**src/ccd_pkg.sv**
```systemverilog
/*
 * shared constants and types for the configuration clock and data pin block.
 * assumes a 100 MHz system clock and an 80 ns configuration clock period.
 */
`default_nettype none

package ccd_pkg;

	// configuration schemes chosen by the mode straps
	typedef enum logic [1:0] {
		passive_serial_scheme,
		fast_passive_parallel_scheme,
		active_serial_scheme,
		active_parallel_scheme
	} ccd_scheme_t;

	// block sequence
	typedef enum logic [1:0] {
		st_idle,
		st_config,
		st_user
	} ccd_state_t;

	// timing
	localparam int unsigned SYS_CLK_MHZ       = 100;
	localparam int unsigned CFG_CLK_PERIOD_NS = 80;
	localparam int unsigned CFG_CLK_HALF_CYC  = (CFG_CLK_PERIOD_NS * SYS_CLK_MHZ) / 2000;
	localparam int unsigned DIV_W             = 3;
	localparam logic [DIV_W-1:0] DIV_LAST     = DIV_W'(CFG_CLK_HALF_CYC - 1);

	// pin widths and idle levels
	localparam int unsigned DATA_W            = 16;
	localparam int unsigned BYTE_W            = 8;
	localparam logic        CLK_IDLE_LEVEL    = 1'b1;

	// serial memory read command, shifted out msb first
	localparam int unsigned CMD_W             = 32;
	localparam logic [CMD_W-1:0] AS_READ_CMD  = 32'h0300_0000;
	localparam logic [5:0]  CMD_BITS          = 6'h20;
	localparam logic [2:0]  BIT_LAST          = 3'h7;

endpackage : ccd_pkg

`default_nettype wire

```
**src/ccd_sync_if.sv**
```systemverilog
/*
 * carries the synchronised link clock edge and data lines between modules.
 * assumes both ends run on the system clock.
 */
`timescale 1ns/1ps
`default_nettype none

interface ccd_sync_if;
	logic        clk_rise;	// one-cycle pulse per link clock rising edge
	logic [15:0] data;	// filtered data line levels

	modport src (output clk_rise, data);
	modport dst (input  clk_rise, data);
endinterface : ccd_sync_if

`default_nettype wire

```
**src/ccd_pin_sync.sv**
```systemverilog
/*
 * three-stage synchronisers and glitch filter for the link clock and data pins.
 * assumes the pins are asynchronous to mclk_i and change slower than mclk_i.
 */
`timescale 1ns/1ps
`default_nettype none

module ccd_pin_sync (
	// clock and reset
	input  wire logic                      mclk_i,
	input  wire logic                      rst_n_i,
	// pins
	input  wire logic                      config_clock_i,
	input  wire logic [ccd_pkg::DATA_W-1:0] data_i,
	// synchronised view
	ccd_sync_if.src                        sync
);
	import ccd_pkg::*;

	localparam int unsigned N = DATA_W + 1;
	// clock stage starts at its idle level so a high idle clock gives no false rise
	localparam logic [N-1:0] RST_LVL = {{DATA_W{1'b0}}, CLK_IDLE_LEVEL};

	logic [N-1:0] pin_in;
	logic [N-1:0] s1;
	logic [N-1:0] s2;
	logic [N-1:0] s3;
	logic [N-1:0] filt;
	logic         rise_q;

	assign pin_in = {data_i, config_clock_i};

	// per pin: three flops, level accepted once stages two and three agree
	for (genvar i = 0; i < N; i++) begin : g_pin
		always_ff @(posedge mclk_i) begin
			if (!rst_n_i) begin
				s1[i]   <= RST_LVL[i];
				s2[i]   <= RST_LVL[i];
				s3[i]   <= RST_LVL[i];
				filt[i] <= RST_LVL[i];
			end else begin
				s1[i] <= pin_in[i];
				s2[i] <= s1[i];
				s3[i] <= s2[i];
				if (s2[i] == s3[i]) begin
					filt[i] <= s3[i];
				end
			end
		end
	end

	// rising edge of the filtered link clock
	always_ff @(posedge mclk_i) begin
		if (!rst_n_i) begin
			rise_q <= 1'b0;
		end else begin
			rise_q <= (s2[0] == s3[0]) && s3[0] && !filt[0];
		end
	end

	assign sync.clk_rise = rise_q;
	assign sync.data     = filt[N-1:1];

endmodule : ccd_pin_sync

`default_nettype wire

```
**src/ccd_cfg_pins.sv**
```systemverilog
/*
 * configuration clock and lowest data pins of the configuration port: captures
 * the configuration stream in all four schemes and hands the data pins, and in
 * active schemes the clock pin, to user logic afterwards.
 * assumes the loader core raises cfg_complete_i when the image is in, and
 * that scheme_i and ap_word_i are steady straps around reset release.
 */
// Functional notes
// - active serial: device drives config clock
// - active parallel: device drives config clock
// - active schemes: clock idles after configuration
// - only active schemes give clock to user
// - configured device ignores config clock toggling
// - serial schemes carry bits on line zero
// - after active serial, line zero input
// - after passive schemes, line zero user pin
// - after active parallel, line zero bidirectional
// - active serial: line one sends commands
// - after active serial, line one output
// - passive serial: line one tristated
// - after fast parallel, line one user pin
// - active parallel: flash gives byte or word
// - after active parallel, line one bidirectional
// - active serial: select low during transfers
`timescale 1ns/1ps
`default_nettype none

module ccd_cfg_pins (
	// clock and reset
	input  wire logic                        mclk_i,
	input  wire logic                        rst_n_i,
	// straps and loader core
	input  wire ccd_pkg::ccd_scheme_t        scheme_i,
	input  wire logic                        ap_word_i,
	input  wire logic                        cfg_complete_i,
	// configuration clock pin
	input  wire logic                        config_clock_i,
	output logic                             config_clock_o,
	output logic                             config_clock_oe_n_o,
	// data pins
	input  wire logic [ccd_pkg::DATA_W-1:0]  data_i,
	output logic                             data0_o,
	output logic                             data0_oe_n_o,
	output logic                             serial_memory_command_out_o,
	output logic                             data1_oe_n_o,
	output logic                             serial_memory_select_n_o,
	// user logic control of the pins in user mode
	input  wire logic                        user_clock_own_i,
	input  wire logic                        user_clock_i,
	input  wire logic                        user_clock_oe_n_i,
	input  wire logic [1:0]                  user_data_i,
	input  wire logic [1:0]                  user_data_oe_n_i,
	output logic      [1:0]                  user_data_o,
	// configuration stream
	output logic      [ccd_pkg::DATA_W-1:0]  cfg_data_o,
	output logic                             cfg_data_valid_o,
	output logic                             cfg_word_o,
	output logic                             configuring_o,
	output logic                             user_mode_o
);
	import ccd_pkg::*;

	ccd_state_t          state;
	ccd_scheme_t         scheme_q;
	logic                word_q;
	logic [DIV_W-1:0]    div_cnt;
	logic                clk_q;
	logic [CMD_W-1:0]    cmd_sh;
	logic [5:0]          cmd_cnt;
	logic                cmd_bit_q;
	logic                read_armed;
	logic [BYTE_W-1:0]   bit_sh;
	logic [2:0]          bit_cnt;

	logic                active;
	logic                serial;
	logic                running;
	logic                tick;
	logic                gen_rise;
	logic                gen_fall;
	logic                cap_evt;
	logic                cap_bit;

	logic                next_clk_out;
	logic                next_clk_oe_n;
	logic                next_d0_out;
	logic                next_d0_oe_n;
	logic                next_d1_out;
	logic                next_d1_oe_n;
	logic                next_sel_n;

	ccd_sync_if sif ();

	// pin synchronisers for the link clock and data lines
	ccd_pin_sync u_sync (
		.mclk_i         (mclk_i),
		.rst_n_i        (rst_n_i),
		.config_clock_i (config_clock_i),
		.data_i         (data_i),
		.sync           (sif.src)
	);

	// scheme decode
	assign active  = (scheme_q == active_serial_scheme) ||
	                 (scheme_q == active_parallel_scheme);
	assign serial  = (scheme_q == active_serial_scheme) ||
	                 (scheme_q == passive_serial_scheme);
	assign running = (state == st_config) && active;

	// sequence: idle, configuring, then user mode for good
	always_ff @(posedge mclk_i) begin
		if (!rst_n_i) begin
			state <= st_idle;
		end else begin
			case (state)
				st_idle: begin
					state <= st_config;
				end
				st_config: begin
					if (cfg_complete_i) begin
						state <= st_user;
					end
				end
				st_user: begin
					state <= st_user;
				end
				default: begin
					state <= st_idle;
				end
			endcase
		end
	end

	// straps caught on the first edge after reset release
	always_ff @(posedge mclk_i) begin
		if (!rst_n_i) begin
			scheme_q <= passive_serial_scheme;
			word_q   <= 1'b0;
		end else if (state == st_idle) begin
			scheme_q <= scheme_i;
			word_q   <= ap_word_i;
		end
	end

	// divider for the generated configuration clock
	assign tick     = running && (div_cnt == DIV_LAST);
	assign gen_rise = tick && !clk_q;
	assign gen_fall = tick && clk_q;

	always_ff @(posedge mclk_i) begin
		if (!rst_n_i || !running) begin
			div_cnt <= '0;
		end else if (tick) begin
			div_cnt <= '0;
		end else begin
			div_cnt <= div_cnt + 1'b1;
		end
	end

	// generated clock level, idle level outside configuration
	always_ff @(posedge mclk_i) begin
		if (!rst_n_i || !running) begin
			clk_q <= CLK_IDLE_LEVEL;
		end else if (tick) begin
			clk_q <= ~clk_q;
		end
	end

	// read command shifted out on falling edges, counted on rising edges
	always_ff @(posedge mclk_i) begin
		if (!rst_n_i) begin
			cmd_sh    <= AS_READ_CMD;
			cmd_cnt   <= '0;
			cmd_bit_q <= 1'b0;
		end else if (state == st_idle) begin
			cmd_sh    <= AS_READ_CMD;
			cmd_cnt   <= '0;
		end else if (scheme_q == active_serial_scheme && cmd_cnt != CMD_BITS) begin
			if (gen_fall) begin
				cmd_bit_q <= cmd_sh[CMD_W-1];
				cmd_sh    <= {cmd_sh[CMD_W-2:0], 1'b0};
			end
			if (gen_rise) begin
				cmd_cnt <= cmd_cnt + 1'b1;
			end
		end
	end

	// read data valid from the first rising edge after the command
	always_ff @(posedge mclk_i) begin
		if (!rst_n_i || !running) begin
			read_armed <= 1'b0;
		end else if (gen_rise) begin
			if (scheme_q == active_parallel_scheme || cmd_cnt == CMD_BITS) begin
				read_armed <= 1'b1;
			end
		end
	end

	// capture: host edge in passive schemes, falling edge after ours in active
	// ones, so the four-flop delay still sees the bit set up at our rise
	always_comb begin
		cap_evt = 1'b0;
		if (state == st_config) begin
			if (!active) begin
				cap_evt = sif.clk_rise;
			end else begin
				cap_evt = gen_fall && read_armed;
			end
		end
	end

	assign cap_bit = sif.data[0];

	// serial bits gathered msb first into bytes
	always_ff @(posedge mclk_i) begin
		if (!rst_n_i || state != st_config) begin
			bit_sh  <= '0;
			bit_cnt <= '0;
		end else if (cap_evt && serial) begin
			bit_sh  <= {bit_sh[BYTE_W-2:0], cap_bit};
			bit_cnt <= bit_cnt + 1'b1;
		end
	end

	// stream output, one pulse per byte or word
	always_ff @(posedge mclk_i) begin
		if (!rst_n_i) begin
			cfg_data_o       <= '0;
			cfg_data_valid_o <= 1'b0;
			cfg_word_o       <= 1'b0;
		end else begin
			cfg_data_valid_o <= 1'b0;
			if (cap_evt) begin
				if (serial) begin
					if (bit_cnt == BIT_LAST) begin
						cfg_data_o       <= {8'h00, bit_sh[BYTE_W-2:0], cap_bit};
						cfg_data_valid_o <= 1'b1;
						cfg_word_o       <= 1'b0;
					end
				end else if (scheme_q == active_parallel_scheme && word_q) begin
					cfg_data_o       <= sif.data;
					cfg_data_valid_o <= 1'b1;
					cfg_word_o       <= 1'b1;
				end else begin
					cfg_data_o       <= {8'h00, sif.data[BYTE_W-1:0]};
					cfg_data_valid_o <= 1'b1;
					cfg_word_o       <= 1'b0;
				end
			end
		end
	end

	// configuration clock pin drive
	always_comb begin
		next_clk_out  = CLK_IDLE_LEVEL;
		next_clk_oe_n = 1'b1;
		if (running) begin
			next_clk_out  = clk_q;
			next_clk_oe_n = 1'b0;
		end else if (state == st_user && active) begin
			if (user_clock_own_i) begin
				next_clk_out  = user_clock_i;
				next_clk_oe_n = user_clock_oe_n_i;
			end else begin
				next_clk_out  = CLK_IDLE_LEVEL;
				next_clk_oe_n = 1'b0;
			end
		end
	end

	// data line zero: input while configuring, then per scheme
	always_comb begin
		next_d0_out  = 1'b0;
		next_d0_oe_n = 1'b1;
		if (state == st_user) begin
			if (scheme_q == active_serial_scheme) begin
				next_d0_oe_n = 1'b1;
			end else begin
				next_d0_out  = user_data_i[0];
				next_d0_oe_n = user_data_oe_n_i[0];
			end
		end
	end

	// data line one: command out while configuring in active serial, tristate in other schemes, then per scheme in user mode
	always_comb begin
		next_d1_out  = 1'b0;
		next_d1_oe_n = 1'b1;
		if (state == st_config) begin
			if (scheme_q == active_serial_scheme) begin
				next_d1_out  = cmd_bit_q;
				next_d1_oe_n = 1'b0;
			end
		end else if (state == st_user) begin
			if (scheme_q == active_serial_scheme) begin
				next_d1_out  = user_data_i[1];
				next_d1_oe_n = 1'b0;
			end else begin
				next_d1_out  = user_data_i[1];
				next_d1_oe_n = user_data_oe_n_i[1];
			end
		end
	end

	// memory select low for the whole active serial transfer
	always_comb begin
		next_sel_n = 1'b1;
		if (running && scheme_q == active_serial_scheme) begin
			next_sel_n = 1'b0;
		end
	end

	// registered pin outputs
	always_ff @(posedge mclk_i) begin
		if (!rst_n_i) begin
			config_clock_o              <= CLK_IDLE_LEVEL;
			config_clock_oe_n_o         <= 1'b1;
			data0_o                     <= 1'b0;
			data0_oe_n_o                <= 1'b1;
			serial_memory_command_out_o <= 1'b0;
			data1_oe_n_o                <= 1'b1;
			serial_memory_select_n_o    <= 1'b1;
		end else begin
			config_clock_o              <= next_clk_out;
			config_clock_oe_n_o         <= next_clk_oe_n;
			data0_o                     <= next_d0_out;
			data0_oe_n_o                <= next_d0_oe_n;
			serial_memory_command_out_o <= next_d1_out;
			data1_oe_n_o                <= next_d1_oe_n;
			serial_memory_select_n_o    <= next_sel_n;
		end
	end

	// status and user view of the low data lines
	always_ff @(posedge mclk_i) begin
		if (!rst_n_i) begin
			configuring_o <= 1'b0;
			user_mode_o   <= 1'b0;
			user_data_o   <= 2'h0;
		end else begin
			configuring_o <= (state == st_config);
			user_mode_o   <= (state == st_user);
			user_data_o   <= sif.data[1:0];
		end
	end

endmodule : ccd_cfg_pins

`default_nettype wire

```
**config.mk**
```make
export PLATFORM = sky130hd
export DESIGN_NAME = ccd_cfg_pins
export DESIGN_NICKNAME = d
export VERILOG_FILES = /design/src/ccd_pkg.sv /design/src/ccd_sync_if.sv /design/src/ccd_pin_sync.sv /design/src/ccd_cfg_pins.sv
export SDC_FILE = /design/constraint.sdc
export NUM_CORES = 1
export LEC_CHECK = 0
export ABC_CLOCK_PERIOD_IN_PS = 3070
export BUFFER_PORTS_ARGS = -buffer_cell sky130_fd_sc_hd__buf_4
export CAP_MARGIN = 20
export CELL_PAD_IN_SITES_DETAIL_PLACEMENT = 1
export CELL_PAD_IN_SITES_GLOBAL_PLACEMENT = 2
export CORE_MARGIN = 2
export CORE_UTILIZATION = 39
export CTS_CLUSTER_DIAMETER = 120
export DETAILED_ROUTE_END_ITERATION = 7
export HOLD_SLACK_MARGIN = 0.02
export PLACE_DENSITY = 0.93
export SLEW_MARGIN = 5
export SYNTH_ARGS = -nofsm -noshare
export SYNTH_HDL_FRONTEND = slang
export SYNTH_SLANG_ARGS = --single-unit
```
**constraint.sdc**
```tcl
create_clock -name mclk_i -period 3.07 [get_ports mclk_i]
set_clock_uncertainty 0.2 [all_clocks]
set_input_delay 0.614 -clock mclk_i [delete_from_list [all_inputs] [get_ports mclk_i]]
set_output_delay 0.614 -clock mclk_i [all_outputs]
set_load 0.005 [all_outputs]
```
==> results of run 1 <==
==> metal layers <==
metal | global-route usage [%] | vias up | share of wire [%]
li1 | - | 1663 | -
met3 | 5.770 | 12 | 4.6
met1 | 19.08 | 1588 | 44
met4 | 7.561 | 0 | 1.6
met2 | 28.05 | 65 | 50
met5 | 0 | - | 0
==> per-stage QoR <==
stage               cell area (um^2)  utilization (%)  total power [uW]
finish                          5882            49.17              4247
global route                    5882            49.17              4438
CTS                             5882            49.17              4303
detailed placement              5291            44.24              2255
global placement                5291            44.24              2234
floorplan                       4773                -              2137
==> power by group through the flow <==
stage,clock network [uW],logic [uW],registers [uW]
finish,2030,366,1850
global route,2170,413,1860
CTS,2080,374,1850
detailed placement,0,369,1890
floorplan,0,280,1860
global placement,0,352,1880
==> critical path, delay by kind of cell (launching register included) <==
kind                       cells  cell delay, ns
AOI/OAI and AO/OA              2            0.90
adders and majority gates      2            0.58
DFF                            1            0.36
and+or+nand+nor                1            0.22
==> kinds of logic (layout without fill, tap and decap cells) <==
| logic type | Yosys count | after routing | share of synthesized area [%] |
|---|---|---|---|
| AOI/OAI and AO/OA | 62 | 62 | 8.362 |
| xor gates and xnor gates | 1 | 1 | 0.1835 |
| DFF | 133 | 133 | 55.78 |
| muxes | 43 | 43 | 9.201 |
| adders and majority gates | 10 | 10 | 2.621 |
| and+or+nand+nor | 180 | 180 | 20.31 |
| buffers and inverters | 37 | 104 | 3.539 |
==> Yosys cell counts (8+ instances only) <==
cell type and count:
nand2b_1 10, clkbuf_1 12, nor2b_1 8, nand2_1 76, mux2i_1 36, inv_1 10, dfxtp_1 133, a21boi_0 17
nand4_1 9, buf_2 9, and2_1 52, o21ai_0 29, ha_1 10
==> state kept, by name (all words and copies together) (netlist names), 2 cells and up <==
register,cells
bit_cnt,3
bit_sh,7
cfg_data_o,16
cmd_cnt,6
cmd_sh,8
div_cnt,3
scheme_q,2
state,2
u_sync.s1,17
u_sync.s2,17
u_sync.s3,17
u_sync.sync.data,16
user_data_o,2
==> area by class of cell <==
type	count	area, um^2
Multi-Input combinational cell	296	1942
Sequential cell	133	2663
Clock buffer	19	432.9
Timing Repair Buffer	62	465.4
Inverter	10	37.54
Clock inverter	13	157.7
Tap cell	147	183.9
Fill cell	1311	6080
==> final timing paths <==
path,startpoint,to,slack (ns),cells after the start
max reg2reg,div_cnt[0],cfg_data_o[12],0.65,5
min reg2reg,u_sync.s1[0],u_sync.s2[0],0.21,1
max,div_cnt[0],cfg_data_o[12],0.65,5
min,config_clock_i,u_sync.s1[0],0.18,2
==> impl_results.md, run 1 <==
* Placed insts at 648
* Total CTS buffers at 17
* Post-synthesis sequential area ratio at 55.78%
* Final TNS setup at 0 ns
* Largest net degree at the start of global routing at 42
* Setup Buffers After CTS at 0
* H-Tree Depth at 4
* Min Clock Period, post-route at 2.421 ns
* Routed WL at 10070 um
* First-pass detailed-route iteration total at 4
* Rel. slew slack at 45.84%
* Most frequent cells in the layout: dfxtp_1, nand2_1, buf_4
* Share of the synthesized area in the top cell type at 55.78%
* Vias per cell at 4.894
* FP Rows at 40
* CP max-delay cell: a21oi_1
* PortBufs at 58
* Vias at 3328
* Synthesized Nets at 506
* Power density over the cells at 722.1 nW/um^2
* Nets at 560
* Gr usage total at 16.68%
* Net Sw Frac at 23.92%
* GPL Wtd Cong at 0.7618
* Worst hold slack at 0.1765 ns
* Slew @ Worst Pin at 0.8125 ns
* Part of the power in registers at 43.5%
* # Max-Cap Violations at 0
* Die span in y at 114.6 um
* Clock power share at 47.9%
* Critical Path Max Stage Delay at 0.68 ns
* Hold-fix buffers, CTS at 0
* Initial antenna violation count at 0
* ANT cells at 0
* Internal power at 3231 uW
* Final worst-path cycle share at 78.84%
* RSZ-0062 raised after global routing: no
* Main synth FF type: dfxtp_1
* Layout cells sized above 1 at 19.51%
* Crit-path max FO at 10
* CP required at 3.14 ns
* Clk_lat worst skew at 0.43 ns
* Setup slack after layout at 0.6495 ns
* Final setup vio count at 0
* Final Max Tran Viols at 0
* Cell area after synthesis at 4773 um^2
* Number of flops mapped to enable cells by yosys at 0
* Die W at 114.6 um
* Worst setup EP type: flop
* Global-route wire length before repair at 16590 um
* Non-filler cells, final at 680
* Core footprint at 11960 um^2
* Status: finished, final reports clean
* 1st-iter DRT viols at 181
* Root buf cell: clkbuf_16
* LEAKAGE at 0.002377 uW
* Startpoint class of the critical path: flop
* Synth-to-layout area growth at 23.22%
* TritonCTS clock tree: yes
* CTS Buffer Depth at 2
* Hpwl dp at 6450 um
* Yosys warnings at 0
* Most Frequent Cell on Critical Path: ha_1
* Wire per inst at 14.81 um
* Post-Place Setup Slack at 0.6449 ns
* Mapped Cells at 466
* Avg Synthesized Cell Area at 10.24 um^2
* Kind of critical path: reg2reg
* Via count of the first global-routing pass at 3503
* Ports at 59
* Synth area leaders: dfxtp_1, mux2i_1, and2_1, nand2_1, o21ai_0
* Detail Route Antenna Nets at 0
* Most common cell after layout, fill and taps aside: dfxtp_1
* DRC Markers at 0
* Peak VDD IR at 0.0004226 V
* GR Overflow Total at 0
* F_max at 0.4131 GHz
* Clock sink count at 133
* Cts repair resizes at 0
* Critical Path AT at 2.49 ns
* Logic pwr share at 8.6%
* CTS clk-pin slew, worst paths at 0.06 ns
* Switch Pwr at 1016 uW
* Ys async rst share at 0%
* Worst hold path class: in2reg
* Cell taking the most area after synthesis: dfxtp_1
* FF+latch count, synth at 133
* Synth unique cells at 39
* Critical path cell sequence: ha_1, ha_1, nand4_1, a21oi_1, o21ai_0
* Initial core utilization at 39.91%
* Die area at 13140 um^2
* Final hold vios at 0
Power figures use the tool's default switching activity.
==> run 2: changes to the inputs <==
--- a/config.mk
+++ b/config.mk
@@ -5,17 +5,17 @@
 export SDC_FILE = /design/constraint.sdc
 export NUM_CORES = 1
 export LEC_CHECK = 0
-export ABC_CLOCK_PERIOD_IN_PS = 3070
+export ABC_CLOCK_PERIOD_IN_PS = 2550
 export BUFFER_PORTS_ARGS = -buffer_cell sky130_fd_sc_hd__buf_4
 export CAP_MARGIN = 20
 export CELL_PAD_IN_SITES_DETAIL_PLACEMENT = 1
 export CELL_PAD_IN_SITES_GLOBAL_PLACEMENT = 2
 export CORE_MARGIN = 2
-export CORE_UTILIZATION = 39
+export CORE_UTILIZATION = 36
 export CTS_CLUSTER_DIAMETER = 120
 export DETAILED_ROUTE_END_ITERATION = 7
 export HOLD_SLACK_MARGIN = 0.02
-export PLACE_DENSITY = 0.93
+export PLACE_DENSITY = 0.87
 export SLEW_MARGIN = 5
 export SYNTH_ARGS = -nofsm -noshare
 export SYNTH_HDL_FRONTEND = slang
==> constraint.sdc (replaced) <==
create_clock -name mclk_i -period 2.55 [get_ports mclk_i]
set_clock_uncertainty 0.2 [all_clocks]
set_input_delay 0.51 -clock mclk_i [delete_from_list [all_inputs] [get_ports mclk_i]]
set_output_delay 0.51 -clock mclk_i [all_outputs]
set_load 0.005 [all_outputs]
==> run 2 against run 1 <==
  * Worst setup slack lost 0.18 ns
  * Critical path type unchanged
  * Sequential share of layout area decreased by 1.2 points
  * Highest routed layer unchanged
  * Cell count increased by 4.6%
  * Largest power group unchanged
==> impl_results.md, run 2 (synthesized netlist as in run 1, its figures left out) <==
* Ports at 59 (unchanged)
* Setup slack after layout at 0.4660 ns (-0.1835 ns)
* Largest registers: u_sync.s1 x17, u_sync.s2 x17, u_sync.s3 x17
* First-pass detailed-route iteration total at 4 (unchanged)
* Initial core utilization at 36.48% (-3.4 points)
* Setup Buffers After CTS at 0 (unchanged)
* Crit-path max FO at 9 (-1)
* TritonCTS clock tree: yes
* 1st-iter DRT viols at 154 (-15%)
* H-Tree Depth at 4 (unchanged)
* Clk_lat worst skew at 0.41 ns (-0.02 ns)
* Most frequent cells in the layout: dfxtp_1, nand2_1, buf_4
* Initial antenna violation count at 0 (unchanged)
* Cts repair resizes at 0 (unchanged)
* ANT cells at 0 (unchanged)
* Largest net degree at the start of global routing at 51 (+21%)
* Post-route cell area at 6047 um^2 (+2.8%)
* CTS Buffer Depth at 2 (unchanged)
* PortBufs at 58 (unchanged)
* CP required at 2.70 ns (-0.44 ns)
* Worst setup EP type: flop
* Kind of critical path: reg2reg
* Hpwl dp at 6425 um (-0.39%)
* Detail Route Antenna Nets at 0 (unchanged)
* Slew @ Worst Pin at 0.6695 ns (-0.1429 ns)
* Vias at 3337 (+0.27%)
* Most common cell after layout, fill and taps aside: dfxtp_1
* Startpoint class of the critical path: flop
* Rel. slew slack at 55.30% (+9.5 points)
* Hold-fix buffers, CTS at 0 (unchanged)
* CTS clk-pin slew, worst paths at 0.06 ns (about the same)
* # Max-Cap Violations at 0 (unchanged)
* Wire per inst at 13.63 um (-8.0%)
* Final setup vio count at 0 (unchanged)
* DRC Markers at 0 (unchanged)
* Routed WL at 9689 um (-3.8%)
* RSZ-0062 raised after global routing: no
* Clock sink count at 133 (unchanged)
* Peak VDD IR at 0.0003739 V (-12%)
* Placed Area at 5343 um^2 (+0.97%)
* Root buf cell: clkbuf_16
* Nets at 562 (+0.36%)
* Layout cells sized above 1 at 20.19% (+0.67 points)
* R2R Setup Slk at 0.47 ns (-0.18 ns)
* Die area at 14200 um^2 (+8.0%)
* Synth-to-layout area growth at 26.68%
* LEAKAGE at 0.002444 uW (+2.8%)
* Status: finished, final reports clean
* Gr usage total at 14.97% (-1.7 points)
* Total CTS buffers at 17 (unchanged)
* GPL Wtd Cong at 0.7663 (+0.59%)
* FP Rows at 42 (+5.0%)
* Global-route wire length before repair at 16750 um (+0.96%)
* Min Clock Period, post-route at 2.084 ns (-0.3365 ns)
* GR Overflow Total at 0 (unchanged)
* Worst hold slack at 0.08338 ns (-0.09314 ns)
* Vias per cell at 4.693 (-4.1%)
* Die span in y at 119.2 um (+3.9%)
* Post-Place Setup Slack at 0.4465 ns (-0.1983 ns)
* Fillcell total at 1418 (+8.2%)
* Total power at 5547 uW (+31%)
* Core footprint at 13090 um^2 (+9.4%)
* Power density over the cells at 917.3 nW/um^2 (+27%)
* Worst hold path class: in2reg
* Die W at 119.2 um (+3.9%)
* Final worst-path cycle share at 81.72% (+2.9 points)
* Final hold vios at 0 (unchanged)
* F_max at 0.4799 GHz (+16%)
* Via count of the first global-routing pass at 3499 (-0.11%)
* Final TNS setup at 0 ns (unchanged)
* Critical Path AT at 2.23 ns (-0.26 ns)
* Final Max Tran Viols at 0 (unchanged)
==> run 2: changes by cell type in the layout (fill, tap and decap cells not counted) <==
| cell | previous run | this run |
|---|---|---|
| bufinv_16 | 3 | 7 |
| buf_4 | 62 | 64 |
| clkbuf_1 | 2 | 0 |
| clkbuf_8 | 0 | 2 |
| clkinv_2 | 4 | 2 |
| clkinvlp_4 | 4 | 3 |
| inv_6 | 1 | 0 |
==> run 2: worst max-delay path, cell delays in order (launching register included) <==
cell      delay, ns
dfxtp_1        0.34
ha_1           0.17
ha_1           0.39
nand4b_2       0.24
or4_1          0.54
a21oi_1        0.14
==> run 2: where the power goes <==
group | internal, uW | switching [uW] | leakage [uW]
registers | 2160 | 68.0 | 0.00108
logic | 206 | 251 | 0.00103
clock network | 1980 | 882 | 0.000335
total | 4350 | 1200 | 0.00244
==> run 2: routing by layer <==
metal	vias up	GRT usage [%]	routed length [um]
met2	54	25.22	4742
met1	1602	17.45	4373
met3	18	4.215	370
li1	1663	-	-
met5	-	0	0
met4	0	7.366	204
==> run 2: path summary, 6_finish.rpt <==
check / start / endpoint / cells past startpoint
setup / recovery: div_cnt[0] / cmd_cnt[5] / 5
hold / removal: config_clock_i / u_sync.s1[0] / 2
setup reg to reg: div_cnt[0] / cmd_cnt[5] / 5
hold reg to reg: u_sync.filt[0] / u_sync.sync.clk_rise / 1
==> run 2: final cells by class <==
class	count	area, um^2	area share [%]
clock buffers	19	452.9	7.490
clock inverters	13	251.5	4.159
inverters	10	37.54	0.6207
multi-input cells	296	1942	32.11
flip-flops and latches	133	2663	44.03
well taps	176	220.2	3.642
repair buffers	64	480.5	7.945
==> run 2: through the flow <==
| stage | util [%] | cells |
|---|---|---|
| after floorplan | - | 466 |
| after global placement | 40.83 | 679 |
| after detailed placement | 40.83 | 679 |
| after CTS | 46.21 | 711 |
| after global routing | 46.21 | 711 |
| final | 46.21 | 711 |
==> run 3: changes to the inputs <==
--- a/config.mk
+++ b/config.mk
@@ -5,17 +5,17 @@
 export SDC_FILE = /design/constraint.sdc
 export NUM_CORES = 1
 export LEC_CHECK = 0
-export ABC_CLOCK_PERIOD_IN_PS = 2550
+export ABC_CLOCK_PERIOD_IN_PS = 1730
 export BUFFER_PORTS_ARGS = -buffer_cell sky130_fd_sc_hd__buf_4
 export CAP_MARGIN = 20
 export CELL_PAD_IN_SITES_DETAIL_PLACEMENT = 1
 export CELL_PAD_IN_SITES_GLOBAL_PLACEMENT = 2
 export CORE_MARGIN = 2
-export CORE_UTILIZATION = 36
+export CORE_UTILIZATION = 33
 export CTS_CLUSTER_DIAMETER = 120
 export DETAILED_ROUTE_END_ITERATION = 7
 export HOLD_SLACK_MARGIN = 0.02
-export PLACE_DENSITY = 0.87
+export PLACE_DENSITY = 0.84
 export SLEW_MARGIN = 5
 export SYNTH_ARGS = -nofsm -noshare
 export SYNTH_HDL_FRONTEND = slang
==> constraint.sdc (replaced) <==
create_clock -name mclk_i -period 1.73 [get_ports mclk_i]
set_clock_uncertainty 0.2 [all_clocks]
set_input_delay 0.346 -clock mclk_i [delete_from_list [all_inputs] [get_ports mclk_i]]
set_output_delay 0.346 -clock mclk_i [all_outputs]
set_load 0.005 [all_outputs]
==> run 3 against run 2 <==
  * Sequential cell count is the same
  * Sequential share of layout area shrank 3.3 points
  * First-iteration DRC count shrank 41%
  * Routed wire length grew 9.6%
  * Highest routed layer unchanged
  * Non-clock buffer count grew 54
  * Largest power group unchanged
  * Total power grew 41%
  * Global-route usage shrank 0.75 points
  * Worst setup slack lost 0.46 ns
  * Via count grew 6.2%
  * Final area grew 8.4%
==> impl_results.md, run 3 (synthesized netlist as in run 1, its figures left out) <==
* Worst setup EP type: flop
* Peak VDD IR at 0.0006996 V (+87%)
* Core footprint at 13990 um^2 (+6.9%)
* FP Rows at 43 (+2.4%)
* Final Max Tran Viols at 0 (unchanged)
* CTS Buffer Depth at 2 (unchanged)
* Start point of the critical path: div_cnt[0]
* Delay-heaviest family, CP: flip-flops
* ANT cells at 0 (unchanged)
* R2R Setup Slk at 0.003 ns (-0.46 ns)
* First-pass detailed-route iteration total at 4 (unchanged)
* Clock sink count at 133 (unchanged)
* Clk_lat worst skew at 0.42 ns (about the same)
* Buf+Inv Stages, Crit Path at 2 (+2)
* Die span in y at 124.3 um (+4.3%)
* Routed WL at 10620 um (+9.6%)
* Slew @ Worst Pin at 0.4027 ns (-0.2668 ns)
* Most Frequent Cell on Critical Path: ha_4
* # Max-Cap Violations at 0 (unchanged)
* Critical Path AT at 1.88 ns (-0.35 ns)
* Startpoint class of the critical path: flop
* CP required at 1.88 ns (-0.82 ns)
* Reg-to-reg endpoint: cmd_bit_q
* CP max-delay cell: dfxtp_2
* DRC Markers at 0 (unchanged)
* Total CTS buffers at 17 (unchanged)
* Nets at 616 (+9.6%)
* Die W at 124.3 um (+4.3%)
* Via count of the first global-routing pass at 3702 (+5.8%)
* Ports at 59 (unchanged)
* LEAKAGE at 0.002675 uW (+9.5%)
* Final setup vio count at 0 (unchanged)
* Hpwl dp at 6857 um (+6.7%)
* Rel. slew slack at 73.12% (+18 points)
* Final hold vios at 0 (unchanged)
* Root buf cell: clkbuf_16
* Worst r2r src: div_cnt[0]
* GR Overflow Total at 0 (unchanged)
* Critical path cell sequence: ha_4, ha_4, buf_6, nand3b_4, buf_4, a211oi_2, mux2i_1
* R2R cell count at 7 (+2)
* Final worst-path cycle share at 99.84% (+18 points)
* Status: finished, final reports clean
* Synth-to-layout area growth at 37.38%
* Worst hold path class: in2reg
* F_max at 0.5789 GHz (+21%)
* CP Capture Point: cmd_bit_q
* Largest registers: u_sync.s1 x17, u_sync.s2 x17, u_sync.s3 x17
* Power density over the cells at 1190 nW/um^2 (+30%)
* Layout cells sized above 1 at 25.81% (+5.6 points)
* PortBufs at 58 (unchanged)
* Initial antenna violation count at 0 (unchanged)
* Fillcell total at 1535 (+8.3%)
* Largest net degree at the start of global routing at 76 (+49%)
* CTS clk-pin slew, worst paths at 0.06 ns (about the same)
* TritonCTS clock tree: yes
* Vias at 3545 (+6.2%)
* Kind of critical path: reg2reg
* Worst hold slack at 0.04211 ns (-0.04127 ns)
* Crit-path max FO at 4 (-5)
* 1st-iter DRT viols at 91 (-41%)
* Fin util at 46.88% (+0.66 points)
* RSZ-0062 raised after global routing: yes
* Vias per cell at 4.610 (-1.8%)
* Global-route wire length before repair at 17610 um (+5.1%)
* Die area at 15440 um^2 (+8.8%)
* Min Clock Period, post-route at 1.727 ns (-0.3567 ns)
* Most frequent cells in the layout: dfxtp_1, buf_4, nand2_1
* GPL Wtd Cong at 0.7574 (-1.2%)
* Detail Route Antenna Nets at 0 (unchanged)
* Most common cell after layout, fill and taps aside: dfxtp_1
* Worst path depth at 7 (+2)
* Critical Path Max Stage Delay at 0.35 ns (-0.19 ns)
* H-Tree Depth at 4 (unchanged)
* Gr usage total at 14.22% (-0.75 points)
* Initial core utilization at 34.12% (-2.4 points)
* Wire per inst at 13.81 um (+1.3%)
## run 3: cell types whose count changed in the layout (fill, tap and decap cells not counted), sizes merged
cell and delta:
buf +28, bufinv -5, clkbuf +5, clkinv +1
clkinvlp -1, dlygate4sd3 +26
## run 3: cell type report
type / instances / area, um^2 / area share, %
Clock inverter: 8 / 98.84 / 1.507
Clock buffer: 24 / 481.7 / 7.346
Timing Repair Buffer: 118 / 1021 / 15.57
Inverter: 10 / 37.54 / 0.5724
Sequential cell: 133 / 2669 / 40.70
Tap cell: 180 / 225.2 / 3.434
Multi-Input combinational cell: 296 / 2024 / 30.87
## run 3: report_power, final
| part | switching (uW) | internal (uW) |
|---|---|---|
| sequential | 85.0 | 3190 |
| clock | 1300 | 2230 |
| combinational | 464 | 544 |
## run 3: worst min path at each step
stage                           from                    to  slack (ns)  depth (start not counted)
floorplan               u_sync.s1[0]          u_sync.s2[0]        0.19                          1
global placement      u_sync.filt[0]  u_sync.sync.clk_rise        0.20                          1
detailed placement      u_sync.s1[0]          u_sync.s2[0]        0.20                          1
CTS                 user_clock_own_i   config_clock_oe_n_o        0.03                          3
global route            user_clock_i        config_clock_o         0.1                          4
finish              user_clock_own_i   config_clock_oe_n_o        0.04                          3
## run 3: per-stage QoR
| step | cells | worst slack (ns) | instance area (um^2) | setup TNS (ns) | power [uW] |
|---|---|---|---|---|---|
| after floorplan | 466 | -0.02023 | 4785 | -0.02861 | 3804 |
| after global placement | 703 | -0.03862 | 5572 | -0.3680 | 4189 |
| after detailed placement | 703 | -0.1400 | 5572 | -3.553 | 4231 |
| after CTS | 761 | -0.04825 | 6464 | -0.2920 | 7876 |
| after global routing | 769 | -0.08190 | 6558 | -1.247 | 8174 |
| final | 769 | 0.002717 | 6558 | 0 | 7803 |
## run 3: worst reg2reg max path, delay by kind of cell (launching register included)
family                   cells  cell delay, ns
adder cells (fa/ha/maj)      2            0.30
buffers and inverters        2            0.26
AO/OA/AOI/OAI                1            0.24
multiplexers                 1            0.21
flip-flops                   1            0.35
AND/OR/NAND/NOR              1            0.11
## run 3: repair_timing
item                                    in CTS  in global routing
gates cloned                                 0                  1
endpoints found under the setup margin      48                 43
pin swaps                                    3                  3
setup buffers                                0                  7
endpoints found under the hold margin       26                  0
hold buffers                                26                  0
resized for setup                           12                 16
## run 3: per-layer routing
layer	wire length, um	global-route usage (%)
met3	488	6.057
met2	5341	24.40
met1	4615	15.77
met5	0	0
met4	174	4.957
